### src/rtl/sse_defines.svh
// Register offsets, field positions, reset values and codes for the execute block.
`ifndef SSE_DEFINES_SVH
`define SSE_DEFINES_SVH

`define SSE_OFS_CMD 8'h00
`define SSE_OFS_OPA 8'h04
`define SSE_OFS_OPB 8'h08
`define SSE_OFS_DVAL 8'h0c
`define SSE_OFS_IMM 8'h10
`define SSE_OFS_DIDX 8'h14
`define SSE_OFS_CFG 8'h18
`define SSE_OFS_MSR 8'h1c
`define SSE_OFS_ESR 8'h20
`define SSE_OFS_RESULT 8'h24
`define SSE_OFS_STATUS 8'h28

`define SSE_CMD_R_BIT 4
`define SSE_CMD_EA_BIT 5
`define SSE_CMD_PFX_BIT 6

`define SSE_CODE_SBI 4'h0
`define SSE_CODE_SB 4'h1
`define SSE_CODE_SHI 4'h2
`define SSE_CODE_SH 4'h3
`define SSE_CODE_SIGN_EXTEND_HALF_OP 4'h4
`define SSE_CODE_SIGN_EXTEND_BYTE_OP 4'h5
`define SSE_CODE_SRA 4'h6
`define SSE_CODE_SRC 4'h7
`define SSE_CODE_SRL 4'h8

`define SSE_EC_TLB_MISS 5'h12
`define SSE_EC_STORAGE 5'h10
`define SSE_EC_UNALIGNED 5'h01
`define SSE_EC_PRIV 5'h07

`define SSE_CFG_RESET 7'h00
`define SSE_MSR_RESET 5'h00
`define SSE_AREA_SLOW 2'h1

`endif

### src/rtl/sse_pkg.sv
// Types shared by the execute block and its surroundings.
package sse_pkg;
  typedef enum logic [9:0] {
    OP_NONE = 10'h001, OP_SBI = 10'h002, OP_SB = 10'h004, OP_SHI = 10'h008,
    OP_SH = 10'h010, OP_SIGN_EXTEND_HALF_OP = 10'h020, OP_SIGN_EXTEND_BYTE_OP = 10'h040, OP_SRA = 10'h080,
    OP_SRC = 10'h100, OP_SRL = 10'h200
  } sse_op_t;
  typedef enum logic [2:0] {ST_IDLE = 3'h1, ST_EXEC = 3'h2, ST_WAIT = 3'h4} sse_state_t;
  typedef struct packed {
    logic miss;
    logic no_access;
    logic read_only;
  } sse_xlat_t;
  typedef struct packed {
    logic en;
    logic [31:0] addr_hi;
    logic [31:0] addr;
    logic [31:0] data;
    logic [3:0] be;
  } sse_mem_wr_t;
  typedef struct packed {
    logic allow;
    logic physical_addr_extension;
    logic data32;
    logic wide;
    logic reorder;
    logic [1:0] area;
  } sse_cfg_t;
  typedef struct packed {
    logic saved_virtual_mode;
    logic saved_user_mode;
    logic virtual_mode_bit;
    logic user_mode_bit;
    logic carry;
  } sse_msr_t;
  typedef struct packed {
    logic priv;
    logic illegal;
    logic [4:0] rx;
    logic zone_denied_flag;
    logic s;
    logic w;
    logic [4:0] exception_cause;
  } sse_esr_t;
endpackage

### src/rtl/sse_exec.sv
// Execute stage for byte and halfword stores, sign extension and single-bit right shifts.
`timescale 1ns/1ps
`include "sse_defines.svh"
module sse_exec (
  input wire logic hclk,
  input wire logic hresetn,
  input wire logic hsel,
  input wire logic [31:0] haddr,
  input wire logic [1:0] htrans,
  input wire logic hwrite,
  input wire logic [2:0] hsize,
  input wire logic [31:0] hwdata,
  input wire logic hready,
  output logic hreadyout,
  output logic hresp,
  output logic [31:0] hrdata,
  input wire sse_pkg::sse_xlat_t xlat,
  output logic [31:0] xlat_addr,
  output sse_pkg::sse_mem_wr_t mem_wr
);
  import sse_pkg::*;

  function automatic sse_op_t dec_op(input logic [3:0] code);
    case (code)
      `SSE_CODE_SBI: dec_op = OP_SBI;
      `SSE_CODE_SB: dec_op = OP_SB;
      `SSE_CODE_SHI: dec_op = OP_SHI;
      `SSE_CODE_SH: dec_op = OP_SH;
      `SSE_CODE_SIGN_EXTEND_HALF_OP: dec_op = OP_SIGN_EXTEND_HALF_OP;
      `SSE_CODE_SIGN_EXTEND_BYTE_OP: dec_op = OP_SIGN_EXTEND_BYTE_OP;
      `SSE_CODE_SRA: dec_op = OP_SRA;
      `SSE_CODE_SRC: dec_op = OP_SRC;
      `SSE_CODE_SRL: dec_op = OP_SRL;
      default: dec_op = OP_NONE;
    endcase
  endfunction

  function automatic logic is_half(input sse_op_t op);
    is_half = (op == OP_SH) || (op == OP_SHI);
  endfunction

  function automatic logic is_imm(input sse_op_t op);
    is_imm = (op == OP_SBI) || (op == OP_SHI);
  endfunction

  // Big-endian byte lanes.
  // Address byte 0 is the most significant lane, so lane enables count down from bit 3.
  function automatic logic [3:0] lane_be(input logic half, input logic [1:0] a);
    if (half) begin
      lane_be = a[1] ? 4'h3 : 4'hc;
    end else begin
      lane_be = 4'h8 >> a;
    end
  endfunction

  logic wr_pend_reg;
  logic [7:0] wr_ofs_reg;
  logic [31:0] hrdata_reg;
  logic [31:0] opa_reg;
  logic [31:0] opb_reg;
  logic [31:0] dval_reg;
  logic [31:0] imm_reg;
  logic [4:0] didx_reg;
  logic [31:0] result_reg;
  logic [31:0] addr_reg;
  logic [31:0] addr_hi_reg;
  logic rbit_reg;
  logic ea_reg;
  logic done_reg;
  logic fin_reg;
  sse_cfg_t cfg_reg;
  sse_msr_t msr_reg;
  sse_esr_t esr_reg;
  sse_op_t op_reg;
  sse_state_t state_reg;
  sse_mem_wr_t mem_wr_reg;

  logic addr_ok;
  logic cmd_wr;
  logic start;
  logic fin;
  logic store;
  logic illegal;
  logic priv;
  logic miss;
  logic prot;
  logic denied;
  logic misal;
  logic st_imm;
  logic st_ea;
  logic [31:0] st_off;
  logic [31:0] st_lo;
  logic [31:0] st_hi;
  logic [31:0] rd_mux;
  logic [31:0] wr_lo;
  sse_op_t st_op;

  // The slave never inserts wait states and always answers OKAY.
  assign addr_ok = hsel && htrans[1] && hready;
  assign cmd_wr = wr_pend_reg && (wr_ofs_reg == `SSE_OFS_CMD);
  assign start = (state_reg == ST_IDLE) && cmd_wr;
  assign fin = ((state_reg == ST_EXEC) && (cfg_reg.area != `SSE_AREA_SLOW))
    || (state_reg == ST_WAIT);

  always_ff @(posedge hclk or negedge hresetn) begin
    if (!hresetn) begin
      wr_pend_reg <= 1'b0;
      wr_ofs_reg <= 8'h00;
      hrdata_reg <= 32'h0;
    end else begin
      wr_pend_reg <= addr_ok && hwrite;
      wr_ofs_reg <= haddr[7:0];
      if (addr_ok && !hwrite) begin
        hrdata_reg <= rd_mux;
      end
    end
  end

  always_comb begin
    unique case (haddr[7:0])
      `SSE_OFS_OPA: rd_mux = opa_reg;
      `SSE_OFS_OPB: rd_mux = opb_reg;
      `SSE_OFS_DVAL: rd_mux = dval_reg;
      `SSE_OFS_IMM: rd_mux = imm_reg;
      `SSE_OFS_DIDX: rd_mux = {27'h0, didx_reg};
      `SSE_OFS_CFG: rd_mux = {25'h0, cfg_reg};
      `SSE_OFS_MSR: rd_mux = {27'h0, msr_reg};
      `SSE_OFS_ESR: rd_mux = {17'h0, esr_reg};
      `SSE_OFS_RESULT: rd_mux = result_reg;
      `SSE_OFS_STATUS: rd_mux = {30'h0, done_reg, state_reg != ST_IDLE};
      default: rd_mux = 32'h0;
    endcase
  end

  // Operands written while an operation runs change the inputs it is using.
  always_ff @(posedge hclk or negedge hresetn) begin
    if (!hresetn) begin
      opa_reg <= 32'h0;
      opb_reg <= 32'h0;
      dval_reg <= 32'h0;
      imm_reg <= 32'h0;
      didx_reg <= 5'h00;
      cfg_reg <= `SSE_CFG_RESET;
    end else if (wr_pend_reg) begin
      unique case (wr_ofs_reg)
        `SSE_OFS_OPA: opa_reg <= hwdata;
        `SSE_OFS_OPB: opb_reg <= hwdata;
        `SSE_OFS_DVAL: dval_reg <= hwdata;
        `SSE_OFS_IMM: imm_reg <= hwdata;
        `SSE_OFS_DIDX: didx_reg <= hwdata[4:0];
        `SSE_OFS_CFG: cfg_reg <= hwdata[6:0];
        default: ;
      endcase
    end
  end

  always_comb begin
    st_op = dec_op(hwdata[3:0]);
    st_imm = is_imm(st_op);
    st_ea = hwdata[`SSE_CMD_EA_BIT] && !st_imm;
    // Offset sign extension.
    // A prefix word in the upper half of the immediate register replaces the extension.
    st_off = hwdata[`SSE_CMD_PFX_BIT] ? imm_reg : {{16{imm_reg[15]}}, imm_reg[15:0]};
    if (st_ea) begin
      st_hi = opa_reg;
      st_lo = opb_reg;
    end else begin
      st_hi = 32'h0;
      st_lo = opa_reg + (st_imm ? st_off : opb_reg);
    end
  end

  always_ff @(posedge hclk or negedge hresetn) begin
    if (!hresetn) begin
      op_reg <= OP_NONE;
      rbit_reg <= 1'b0;
      ea_reg <= 1'b0;
      addr_reg <= 32'h0;
      addr_hi_reg <= 32'h0;
    end else if (start) begin
      op_reg <= st_op;
      rbit_reg <= hwdata[`SSE_CMD_R_BIT] && !st_imm;
      ea_reg <= st_ea;
      addr_reg <= st_lo;
      addr_hi_reg <= st_hi;
    end
  end

  // One or two cycles.
  // A command written while busy is dropped; software polls the busy bit first.
  always_ff @(posedge hclk or negedge hresetn) begin
    if (!hresetn) begin
      state_reg <= ST_IDLE;
    end else begin
      unique case (state_reg)
        ST_IDLE: if (cmd_wr) begin
          state_reg <= ST_EXEC;
        end
        ST_EXEC: if (cfg_reg.area == `SSE_AREA_SLOW) begin
          state_reg <= ST_WAIT;
        end else begin
          state_reg <= ST_IDLE;
        end
        ST_WAIT: state_reg <= ST_IDLE;
        default: state_reg <= ST_IDLE;
      endcase
    end
  end

  assign store = (op_reg == OP_SB) || (op_reg == OP_SBI) || is_half(op_reg);
  assign illegal = (op_reg == OP_NONE) || (rbit_reg && !cfg_reg.reorder)
    || (ea_reg && !(cfg_reg.wide && cfg_reg.data32));
  assign priv = ea_reg && cfg_reg.physical_addr_extension && !cfg_reg.allow;
  assign miss = msr_reg.virtual_mode_bit && xlat.miss;
  assign denied = xlat.no_access && msr_reg.user_mode_bit;
  assign prot = msr_reg.virtual_mode_bit && (xlat.read_only || denied);
  assign misal = is_half(op_reg) && addr_reg[0];
  assign wr_lo = rbit_reg ? (addr_reg ^ (is_half(op_reg) ? 32'h2 : 32'h3)) : addr_reg;

  always_ff @(posedge hclk or negedge hresetn) begin
    if (!hresetn) begin
      esr_reg <= '0;
      msr_reg <= `SSE_MSR_RESET;
    end else if (fin && store && !illegal && !priv && (miss || prot)) begin
      msr_reg.saved_user_mode <= msr_reg.user_mode_bit;
      msr_reg.saved_virtual_mode <= msr_reg.virtual_mode_bit;
      msr_reg.user_mode_bit <= 1'b0;
      msr_reg.virtual_mode_bit <= 1'b0;
      esr_reg.s <= 1'b1;
      if (miss) begin
        esr_reg.exception_cause <= `SSE_EC_TLB_MISS;
      end else begin
        esr_reg.exception_cause <= `SSE_EC_STORAGE;
        esr_reg.zone_denied_flag <= denied;
      end
    end else if (fin && (store || illegal)) begin
      // Unknown codes reach here too, so they report illegal even though they never store.
      if (illegal) begin
        esr_reg.illegal <= 1'b1;
      end else if (priv) begin
        esr_reg.priv <= 1'b1;
        esr_reg.exception_cause <= `SSE_EC_PRIV;
      end else if (misal) begin
        esr_reg.exception_cause <= `SSE_EC_UNALIGNED;
        esr_reg.w <= 1'b0;
        esr_reg.s <= 1'b1;
        esr_reg.rx <= didx_reg;
      end
    end else if (fin && (op_reg == OP_SRA || op_reg == OP_SRC || op_reg == OP_SRL)) begin
      msr_reg.carry <= opa_reg[0];
    end else if (wr_pend_reg && wr_ofs_reg == `SSE_OFS_ESR) begin
      esr_reg <= '0;
    end else if (wr_pend_reg && wr_ofs_reg == `SSE_OFS_MSR) begin
      msr_reg <= hwdata[4:0];
    end
  end

  always_ff @(posedge hclk or negedge hresetn) begin
    if (!hresetn) begin
      result_reg <= 32'h0;
    end else if (fin) begin
      unique case (op_reg)
        OP_SIGN_EXTEND_HALF_OP: result_reg <= {{16{opa_reg[15]}}, opa_reg[15:0]};
        OP_SIGN_EXTEND_BYTE_OP: result_reg <= {{24{opa_reg[7]}}, opa_reg[7:0]};
        OP_SRA: result_reg <= {opa_reg[31], opa_reg[31:1]};
        OP_SRC: result_reg <= {msr_reg.carry, opa_reg[31:1]};
        OP_SRL: result_reg <= {1'b0, opa_reg[31:1]};
        default: ;
      endcase
    end
  end

  always_ff @(posedge hclk or negedge hresetn) begin
    if (!hresetn) begin
      mem_wr_reg <= '0;
      done_reg <= 1'b0;
      fin_reg <= 1'b0;
    end else begin
      fin_reg <= fin;
      done_reg <= fin || (done_reg && !start);
      mem_wr_reg.en <= fin && store && !illegal && !priv && !miss && !prot && !misal;
      if (fin) begin
        mem_wr_reg.addr <= wr_lo;
        mem_wr_reg.addr_hi <= addr_hi_reg;
        mem_wr_reg.be <= lane_be(is_half(op_reg), wr_lo[1:0]);
        if (is_half(op_reg)) begin
          mem_wr_reg.data <= rbit_reg ? {2{dval_reg[7:0], dval_reg[15:8]}} : {2{dval_reg[15:0]}};
        end else begin
          mem_wr_reg.data <= {4{dval_reg[7:0]}};
        end
      end
    end
  end

  assign hreadyout = 1'b1;
  assign hresp = 1'b0;
  assign hrdata = hrdata_reg;
  assign xlat_addr = addr_reg;
  assign mem_wr = mem_wr_reg;
endmodule

### config.mk
export PLATFORM = sky130hd
export DESIGN_NAME = sse_exec
export DESIGN_NICKNAME = d
export VERILOG_FILES = /design/src/rtl/sse_pkg.sv /design/src/rtl/sse_exec.sv
export VERILOG_INCLUDE_DIRS = /design/src /design/src/rtl
export SDC_FILE = /design/constraint.sdc
export NUM_CORES = 1
export LEC_CHECK = 0
export BUFFER_PORTS_ARGS = -buffer_cell sky130_fd_sc_hd__buf_2
export CAP_MARGIN = 20
export CORE_MARGIN = 3
export CORE_UTILIZATION = 30
export CTS_CLUSTER_SIZE = 10
export DETAILED_ROUTE_END_ITERATION = 10
export PLACE_DENSITY = 0.5
export SYNTH_ARGS = -nofsm -noshare
export SYNTH_HDL_FRONTEND = slang
export SYNTH_SLANG_ARGS = --single-unit
### constraint.sdc
create_clock -name hclk -period 5.9 [get_ports hclk]
set_clock_uncertainty 0.1 [all_clocks]
set_input_delay 1.18 -clock hclk [delete_from_list [all_inputs] [get_ports hclk]]
set_output_delay 1.18 -clock hclk [all_outputs]
set_load 0.01 [all_outputs]
==> summary.md, run 1 <==
| Metric | Value |
|---|---|
| Top FF cell, synth | `dfrtp_1` |
| CTS max path bufs | `3` |
| Num Clock Sinks | `396` |
| Ports | `244` |
| Tcrit/Tclk final | `0.7744` |
| Die X | `260.7 microns` |
| Post-synthesis adder-cell area fraction | `0.02160` |
| PwrDens | `258.5 mW/mm^2` |
| Peak VDD IR | `176.2 uV` |
| Critical path class | `input pin to flop` |
| Vias in the first global route | `15.09k` |
| Cell Area, Synth | `0.01946 sq mm` |
| RSZ-0062 raised after global routing | `false` |
| Worst-Margin Slew | `1.117 ns` |
| Static leakage | `10.83 nW` |
| Gr usage total | `0.1862` |
| Main combinational cell family by area after synthesis | `simple AND/OR/NAND/NOR gates` |
| Data required, critical path | `6.25 ns` |
| CP Launch Type | `input pin` |
| Slew HR | `0.2518` |
| Core ar. | `0.06366 sq mm` |
| Syn Inst Count | `2039` |
| Initial DRC count | `1287` |
| Int Power | `0.004431 W` |
| Pre-CTS WS | `0.8228 ns` |
| Initial core utilization | `0.3057` |
| Post-route cell area | `0.02246 sq mm` |
| Achievable Freq | `218.9 MHz` |
| Most common cell after layout, fill and taps aside | `nand2_1` |
| Drt drc | `0` |
| # resized after CTS | `0` |
| CTS clk-pin slew, worst paths | `0.05 ns` |
| Worst-Skew Late Latency | `0.60 ns` |
| Synthesis warning total | `0` |
| Largest net degree at the start of global routing | `131` |
| # Post-CTS Setup Buffers | `0` |
| WL final | `64110 microns` |
| Min Hold Slack | `0.3615 ns` |
| Layer with the highest usage | `met1` |
| TNS Setup | `0 ns` |
| Final GP Congestion | `0.8874` |
| Post-DP Area | `0.02103 sq mm` |
| Clock power frac | `0.479` |
| Crit end category | `flop` |
| Final slew viol count | `0` |
| Drt first pass iters | `6` |
| Wirelength per Cell | `21.17 microns` |
| Root Buffer | `clkbuf_16` |
| Synth Area in Simple Gates | `0.1680` |
| Cell taking the most area after synthesis | `dfrtp_1` |
| Syn_nets | `2149` |
| Met3 Track Usage GR | `0.03930` |
| Hold Path Class | `flop to flop` |
| Sequential share of the synthesized area | `0.5094` |
| Post-synthesis compound-gate area fraction | `0.1378` |
| Max FFs per register | `85` |
| Die ar. | `0.06795 sq mm` |
| Final hold violations | `0` |
| DR vias/cell | `5.112` |
| Commonest non-fill, non-tap cells in the layout | `nand2_1, dfrtp_1, buf_2, a21oi_1, mux2_2` |
| Post-Synth XOR/XNOR Area | `0.01350` |
| Number of synthesized flops with an enable pin | `0` |
| Share of layout cells above drive strength 1 | `0.2027` |
| Die height | `260.7 microns` |
| Share of the synthesized area in the top cell type | `0.5067` |
| Max-capacitance violation count | `0` |
| Initial antenna violation count | `10` |
| Psw | `0.001374 W` |
| Number of hold buffers added after cts | `0` |
| Number of CTS-inserted buffers | `48` |
| CTS tree | `yes` |
| Avg Inst Size Synth | `9.543 sq um` |
| M2 GR Usage | `0.2748` |
| Antenna Violating Nets Remaining | `0` |
| Final min period | `4.569 ns` |
| # setup viols final | `0` |
| Fraction of registers with async set/reset | `1.000` |
| CP max FO | `15` |
| Global-route wire length before repair | `96700 microns` |
| Mux cell area share after synthesis | `0.1017` |
| FF+latch count, synth | `396` |
| Final WS setup | `1.331 ns` |
| Vias after detailed routing | `15.48k` |
| Filler cell count | `6464` |
| Std-Cell Rows | `92` |
| Sequential power share | `0.480` |
| Run status | `finished, final reports clean` |
| GR Overflow Total | `0` |
| Largest cells by area after synthesis | `dfrtp_1, nand2_1, mux2_2` |
| Switching part of the total | `0.2366` |
| Port bufs | `213` |
| Fin nets | `2263` |
| Crit path arrival time | `4.92 ns` |
| Area Overhead vs Synth | `15.41%` |
| Combinational Power Share | `0.041` |
| H-tree depth | `2` |
| Yosys cell types | `77` |
| Hpwl dp | `44940 microns` |
| GR Util met1 | `0.2760` |
## path summary, 6_finish.rpt
kind                           startpoint             to  slack [ns]  cells past startpoint
setup / recovery                hwdata[0]  xlat_addr[26]        1.33                     15
hold / removal             addr_hi_reg[4]     mem_wr[72]        0.36                      2
setup reg to reg               opa_reg[0]  xlat_addr[26]        2.26                     11
hold reg to reg            addr_hi_reg[4]     mem_wr[72]        0.36                      2
max in group asynchronous         hresetn     mem_wr[98]        3.88                      2
min in group asynchronous         hresetn      op_reg[3]        0.55                      1
## final cells by class
| class | instances | area (sq um) | area share |
|---|---|---|---|
| Antenna cell | 7 | 17.52 | 0.0007800 |
| Timing Repair Buffer | 237 | 1294 | 0.05761 |
| Tap cell | 846 | 1059 | 0.04713 |
| Clock buffer | 67 | 1345 | 0.05989 |
| Sequential cell | 396 | 9912 | 0.4414 |
| Clock inverter | 6 | 68.82 | 0.003064 |
| Inverter | 22 | 82.58 | 0.003677 |
| Multi-Input combinational cell | 1448 | 8680 | 0.3865 |
## through the flow
stage / cells / utilization / power [W]
6_report: 3029 / 0.3528 / 0.005805
5_1_grt: 3023 / 0.3526 / 0.006005
4_1_cts: 3022 / 0.3525 / 0.005879
3_5_place_dp: 2949 / 0.3303 / 0.003078
3_3_place_gp: 2949 / 0.3303 / 0.003072
2_1_floorplan: 2039 / - / 0.002931
## metal layers
| metal | wire length (microns) | share of wire |
|---|---|---|
| met3 | 4775 | 0.074 |
| met2 | 27300 | 0.43 |
| met5 | 28 | 0.00044 |
| met4 | 1266 | 0.020 |
| met1 | 30750 | 0.48 |
## critical path, cell delays in order
cell and delay [ns]:
buf_2 0.38, or3_1 0.47, nand2_1 0.10, nand2_1 0.08, ha_1 0.18, inv_1 0.07, fa_1 0.41, nor2b_1 0.20
o2111ai_1 0.28, a2111oi_2 0.53, nor3b_2 0.18, a31o_4 0.31, and4_1 0.20, nor3_1 0.23, o21ai_1 0.11
## cells by family after synthesis
group / Yosys count
mux: 175
buf+inv: 195
flops: 396
other cells: 2
xor+xnor: 30
fa+ha+maj: 33
simple gates: 777
compound gates: 431
## cell usage after synthesis, types with 10 or more instances
| master | instances |
|---|---|
| nor2b_1 | 11 |
| a211oi_1 | 10 |
| o211ai_1 | 10 |
| a21o_1 | 10 |
| o21ai_1 | 80 |
| buf_4 | 48 |
| mux2_1 | 26 |
| dfrtp_1 | 394 |
| nor3_1 | 19 |
| o21ai_0 | 55 |
| clkbuf_1 | 105 |
| nand3_1 | 44 |
| nor2_1 | 99 |
| mux2_2 | 112 |
| a222oi_1 | 26 |
| ha_1 | 32 |
| mux2i_1 | 32 |
| xnor2_1 | 21 |
| a22oi_1 | 13 |
| nand2_1 | 530 |
| buf_2 | 12 |
| a221oi_1 | 16 |
| inv_1 | 20 |
| a31oi_1 | 18 |
| a21oi_1 | 139 |
## power by group through the flow
stage | clock network, W | registers (W) | logic [W]
3_5_place_dp | 0 | 0.00284 | 0.000242
3_3_place_gp | 0 | 0.00283 | 0.000238
5_1_grt | 0.00295 | 0.00279 | 0.000268
2_1_floorplan | 0 | 0.00282 | 0.000113
4_1_cts | 0.00285 | 0.00279 | 0.000243
6_report | 0.00278 | 0.00279 | 0.000238
No activity file was read; power rests on OpenSTA's default activity.
==> inputs of run 2 (changes only) <==
==> constraint.sdc (replaced) <==
create_clock -name hclk -period 4.39 [get_ports hclk]
set_clock_uncertainty 0.1 [all_clocks]
set_input_delay 0.878 -clock hclk [delete_from_list [all_inputs] [get_ports hclk]]
set_output_delay 0.878 -clock hclk [all_outputs]
set_load 0.01 [all_outputs]
==> summary.md, run 2 (synthesis results as in run 1) <==
| Metric | Value |
|---|---|
| RSZ-0062 raised after global routing | `false` |
| WL final | `64080 microns` |
| Critical path class | `input pin to flop` |
| Hpwl dp | `46200 microns` |
| Area Overhead vs Synth | `16.72%` |
| CTS tree | `yes` |
| Hold Path Class | `input pin to async pin` |
| Number of CTS-inserted buffers | `48` |
| Max-capacitance violation count | `0` |
| # setup viols final | `0` |
| Crit end category | `flop` |
| Filler cell count | `6498` |
| CP max FO | `51` |
| Final slew viol count | `0` |
| Die X | `260.7 microns` |
| Final min period | `3.733 ns` |
| Vias after detailed routing | `15.53k` |
| DR vias/cell | `5.068` |
| Worst-Margin Slew | `1.039 ns` |
| Pre-CTS WS | `0.06529 ns` |
| Number of hold buffers added after cts | `0` |
| Slew HR | `0.3049` |
| GR Overflow Total | `0` |
| Largest net degree at the start of global routing | `103` |
| Antenna Violating Nets Remaining | `0` |
| Die height | `260.7 microns` |
| Layer with the highest usage | `met1` |
| Final GP Congestion | `0.9043` |
| Static leakage | `11.02 nW` |
| Ports | `244` |
| Achievable Freq | `267.8 MHz` |
| Most common cell after layout, fill and taps aside | `nand2_1` |
| Data required, critical path | `4.78 ns` |
| Initial antenna violation count | `10` |
| Port bufs | `213` |
| Share of layout cells above drive strength 1 | `0.2158` |
| Crit path arrival time | `4.13 ns` |
| PwrDens | `340.9 mW/mm^2` |
| Root Buffer | `clkbuf_16` |
| Wirelength per Cell | `20.91 microns` |
| Max FFs per register | `85` |
| H-tree depth | `2` |
| Std-Cell Rows | `92` |
| # Post-CTS Setup Buffers | `0` |
| Met3 Track Usage GR | `0.04173` |
| Run status | `finished, final reports clean` |
| CTS clk-pin slew, worst paths | `0.06 ns` |
| Drt drc | `0` |
| M2 GR Usage | `0.2736` |
| Vias in the first global route | `15.37k` |
| Worst-Skew Late Latency | `0.59 ns` |
| TNS Setup | `0 ns` |
| Num Clock Sinks | `396` |
| Drt first pass iters | `8` |
| # resized after CTS | `0` |
| CP Launch Type | `input pin` |
| Final hold violations | `0` |
| Final WS setup | `0.6565 ns` |
| Fin nets | `2301` |
| Core ar. | `0.06366 sq mm` |
| Gr usage total | `0.1871` |
| Initial DRC count | `1346` |
| Die ar. | `0.06795 sq mm` |
| Tcrit/Tclk final | `0.8505` |
| GR Util met1 | `0.2795` |
| Commonest non-fill, non-tap cells in the layout | `nand2_1, dfrtp_1, buf_2, a21oi_1, mux2_2` |
| Global-route wire length before repair | `97460 microns` |
| Peak VDD IR | `284.7 uV` |
| Initial core utilization | `0.3057` |
| CTS max path bufs | `3` |
## run 2: cell types whose count changed in the layout (fill, tap and decap cells not counted)
cell / delta
buf_4: +38
clkbuf_8: -1
nor3b_2: -1
nor2_2: +2
nor3b_1: +1
nor2_4: -2
clkbuf_1: +1
diode_2: -3
clkinvlp_4: -1
clkinv_2: +2
## run 2: stage by stage
step	hold WS, ns	power [W]	instances	area (sq um)	utilization
after floorplan	0.3386	0.003939	2039	19460	-
after global placement	0.3520	0.004139	2987	21300	0.3346
after detailed placement	0.3556	0.004146	2987	21300	0.3346
after CTS	0.2622	0.007867	3061	22700	0.3567
after global routing	0.2545	0.008059	3061	22700	0.3567
final	0.2050	0.007744	3065	22710	0.3568
## run 2: worst max-delay path, cell delays in order
cell and delay, ns:
buf_2 0.11, or3_1 0.42, buf_12 0.19, nand2_1 0.08, nand2_1 0.05, ha_1 0.36
o211ai_1 0.14, o211ai_1 0.42, nand4_1 0.27, a21oi_2 0.23, o31ai_1 0.12, or3_1 0.39
mux2_4 0.31, a21oi_2 0.12
## run 2: final cells by class
type                            instances  area [sq um]  area share
Tap cell                              846          1059     0.04660
Multi-Input combinational cell       1448          8665      0.3815
Sequential cell                       396          9912      0.4364
Timing Repair Buffer                  275          1579     0.06952
Inverter                               22         82.58    0.003636
Clock buffer                           67          1335     0.05878
Antenna cell                            4         10.01   0.0004407
Clock inverter                          7         71.32    0.003140
## run 2: routing by layer
layer / part of all wire / up-vias / routed length, microns
met3: 0.068 / 80 / 4378
met4: 0.020 / 6 / 1253
met5: 0.00053 / - / 34
met1: 0.49 / 7649 / 31260
li1: - / 7352 / -
met2: 0.42 / 445 / 27150
## run 2: path summary, 6_finish.rpt
kind / from / end / slack, ns / cells after the start
max in group asynchronous: hresetn / mem_wr[70] / 2.86 / 2
worst min register to register: addr_hi_reg[21] / addr_hi_reg[21] / 0.36 / 2
min in group hclk: haddr[6] / wr_ofs_reg[6] / 0.34 / 1
worst max register to register: opb_reg[0] / xlat_addr[26] / 1.05 / 13
worst min-delay path: hresetn / op_reg[3] / 0.20 / 1
worst max-delay path: hwdata[2] / xlat_addr[27] / 0.66 / 14
## run 2: report_power, final
group          switching [W]  total [W]  internal [W]
registers          0.0000517    0.00375       0.00370
logic               0.000225   0.000330      0.000105
clock network        0.00152    0.00367       0.00215
total                0.00179    0.00774       0.00595
==> inputs of run 3 (changes only) <==
==> constraint.sdc (replaced) <==
create_clock -name hclk -period 3.54 [get_ports hclk]
set_clock_uncertainty 0.1 [all_clocks]
set_input_delay 0.708 -clock hclk [delete_from_list [all_inputs] [get_ports hclk]]
set_output_delay 0.708 -clock hclk [all_outputs]
set_load 0.01 [all_outputs]
==> summary.md, run 3 (synthesis results as in run 1) <==
| Metric | Value |
|---|---|
| Final min period | `3.291 ns` |
| Most common cell after layout, fill and taps aside | `nand2_1` |
| PwrDens | `404.8 mW/mm^2` |
| CTS clk-pin slew, worst paths | `0.06 ns` |
| Area Overhead vs Synth | `22.15%` |
| Fin nets | `2409` |
| Gr usage total | `0.1919` |
| Final WS setup | `0.2489 ns` |
| Static leakage | `11.53 nW` |
| Std-Cell Rows | `92` |
| Crit path arrival time | `3.65 ns` |
| Min Hold Slack | `0.1503 ns` |
| Final hold violations | `0` |
| Final GP Congestion | `0.8859` |
| Die ar. | `0.06795 sq mm` |
| Vias after detailed routing | `15.88k` |
| Initial antenna violation count | `8` |
| Data required, critical path | `3.90 ns` |
| Largest net degree at the start of global routing | `103` |
| Hold path depth | `1` |
| Min-Delay Endpoint | `wr_ofs_reg[7]` |
| Total Power | `0.009622 W` |
| Critical Path Max Stage Delay | `0.41 ns` |
| Num Clock Sinks | `396` |
| Final slew viol count | `0` |
| # resized after CTS | `0` |
| GR Overflow Total | `0` |
| Tcrit/Tclk final | `0.9297` |
| Share of layout cells above drive strength 1 | `0.2620` |
| Slew HR | `0.3791` |
| Commonest non-fill, non-tap cells in the layout | `nand2_1, dfrtp_1, buf_2, buf_4, a21oi_1` |
| Pre-CTS WS | `-0.4177 ns` |
| Buf/Inv on CP | `3` |
| Global-route wire length before repair | `99620 microns` |
| CTS max path bufs | `3` |
| Die X | `260.7 microns` |
| Wirelength per Cell | `20.70 microns` |
| H-tree depth | `2` |
| # Post-CTS Setup Buffers | `0` |
| Achievable Freq | `303.9 MHz` |
| Post-DP Area | `0.02236 sq mm` |
| WL final | `65640 microns` |
| Number of CTS-inserted buffers | `49` |
| Core ar. | `0.06366 sq mm` |
| Critical hold path startpoint | `haddr[7]` |
| Initial DRC count | `1380` |
| Terminus of the critical flop-to-flop path | `xlat_addr[31]` |
| Drt drc | `0` |
| Drt first pass iters | `8` |
| Crit-path most repeated cell | `nand2_1` |
| Root Buffer | `clkbuf_16` |
| Filler cell count | `6435` |
| Crit end category | `flop` |
| Worst R2R Path Depth | `14` |
| RSZ-0062 raised after global routing | `false` |
| Peak VDD IR | `306.3 uV` |
| Number of hold buffers added after cts | `1` |
| Antenna Violating Nets Remaining | `0` |
| Vias in the first global route | `15.54k` |
| Critical path class | `input pin to flop` |
| CP max FO | `32` |
| Non-filler cells, final | `3171` |
| Run status | `finished, final reports clean` |
| Worst path slowest cell | `or3_1` |
| Hold Path Class | `input pin to flop` |
| Max FFs per register | `85` |
| Initial core utilization | `0.3057` |
| R2R Setup Slk | `0.41 ns` |
| Post-route cell area | `0.02377 sq mm` |
| CP Launch Type | `input pin` |
| Die height | `260.7 microns` |
| CTS tree | `yes` |
| Crit path max-delay family | `compound AO/OA/AOI/OAI gates` |
| Hpwl dp | `47990 microns` |
| # setup viols final | `0` |
| Worst-Skew Late Latency | `0.61 ns` |
| Placed insts | `3093` |
| Port bufs | `213` |
| Critical R2R Launch | `imm_reg[15]` |
| Worst-Margin Slew | `0.9313 ns` |
| Ports | `244` |
| DR vias/cell | `5.006` |
| CP cell instances | `buf_2, or3_1, buf_12, nand2_1, nand2_1, ha_1, a211oi_1, o211ai_1, nand4_1, a21oi_2, o31ai_2, o31ai_1, buf_4, xnor2_1, o21ai_1` |
| Max-capacitance violation count | `0` |
## run 3: layer usage
layer	global-route usage	vias up	share of wire
li1	-	7577	-
met1	0.2906	7771	0.49
met2	0.2771	438	0.42
met3	0.03891	81	0.068
met4	0.04831	8	0.019
met5	0	-	0.00093
## run 3: power by group
part           total (W)  switching, W  internal [W]  leakage (nW)
sequential       0.00465     0.0000617       0.00458          5.04
clock            0.00453       0.00195       0.00257         0.672
combinational   0.000450      0.000294      0.000156          5.82
## run 3: area by class of cell
type | instances | area, sq um | share of cell area
inverter | 22 | 82.58 | 0.003474
antenna | 4 | 10.01 | 0.0004211
clock buffer | 62 | 1305 | 0.05490
tap | 846 | 1059 | 0.04453
clock inverter | 11 | 87.58 | 0.003685
timing repair buffer | 382 | 2472 | 0.1040
multi-input combinational | 1448 | 8841 | 0.3720
sequential | 396 | 9912 | 0.4170
## run 3: worst register-to-register path: cells and delay by family (launching register included)
| kind | cells | cell delay, ns |
|---|---|---|
| AND/OR/NAND/NOR | 2 | 0.26 |
| XOR/XNOR | 1 | 0.13 |
| AO/OA/AOI/OAI | 8 | 1.47 |
| buffers and inverters | 2 | 0.34 |
| flip-flops | 1 | 0.41 |
| adder cells (fa/ha/maj) | 1 | 0.30 |
## run 3: how the worst max path moves through the flow
stage               startpoint             to  slack [ns]  cells past startpoint
floorplan            hwdata[2]  xlat_addr[27]       -0.07                     15
global placement     hwdata[2]  xlat_addr[31]       -0.38                     15
detailed placement   hwdata[2]  xlat_addr[31]       -0.42                     15
CTS                  hwdata[2]  xlat_addr[31]        0.21                     15
global route         hwdata[2]  xlat_addr[31]        0.06                     15
finish               hwdata[2]  xlat_addr[31]        0.25                     15
## run 3: through the flow
stage | setup TNS, ns | utilization
2_1_floorplan | -0.1452 | -
3_3_place_gp | -3.333 | 0.3512
3_5_place_dp | -3.421 | 0.3512
4_1_cts | 0 | 0.3732
5_1_grt | 0 | 0.3732
6_report | 0 | 0.3734
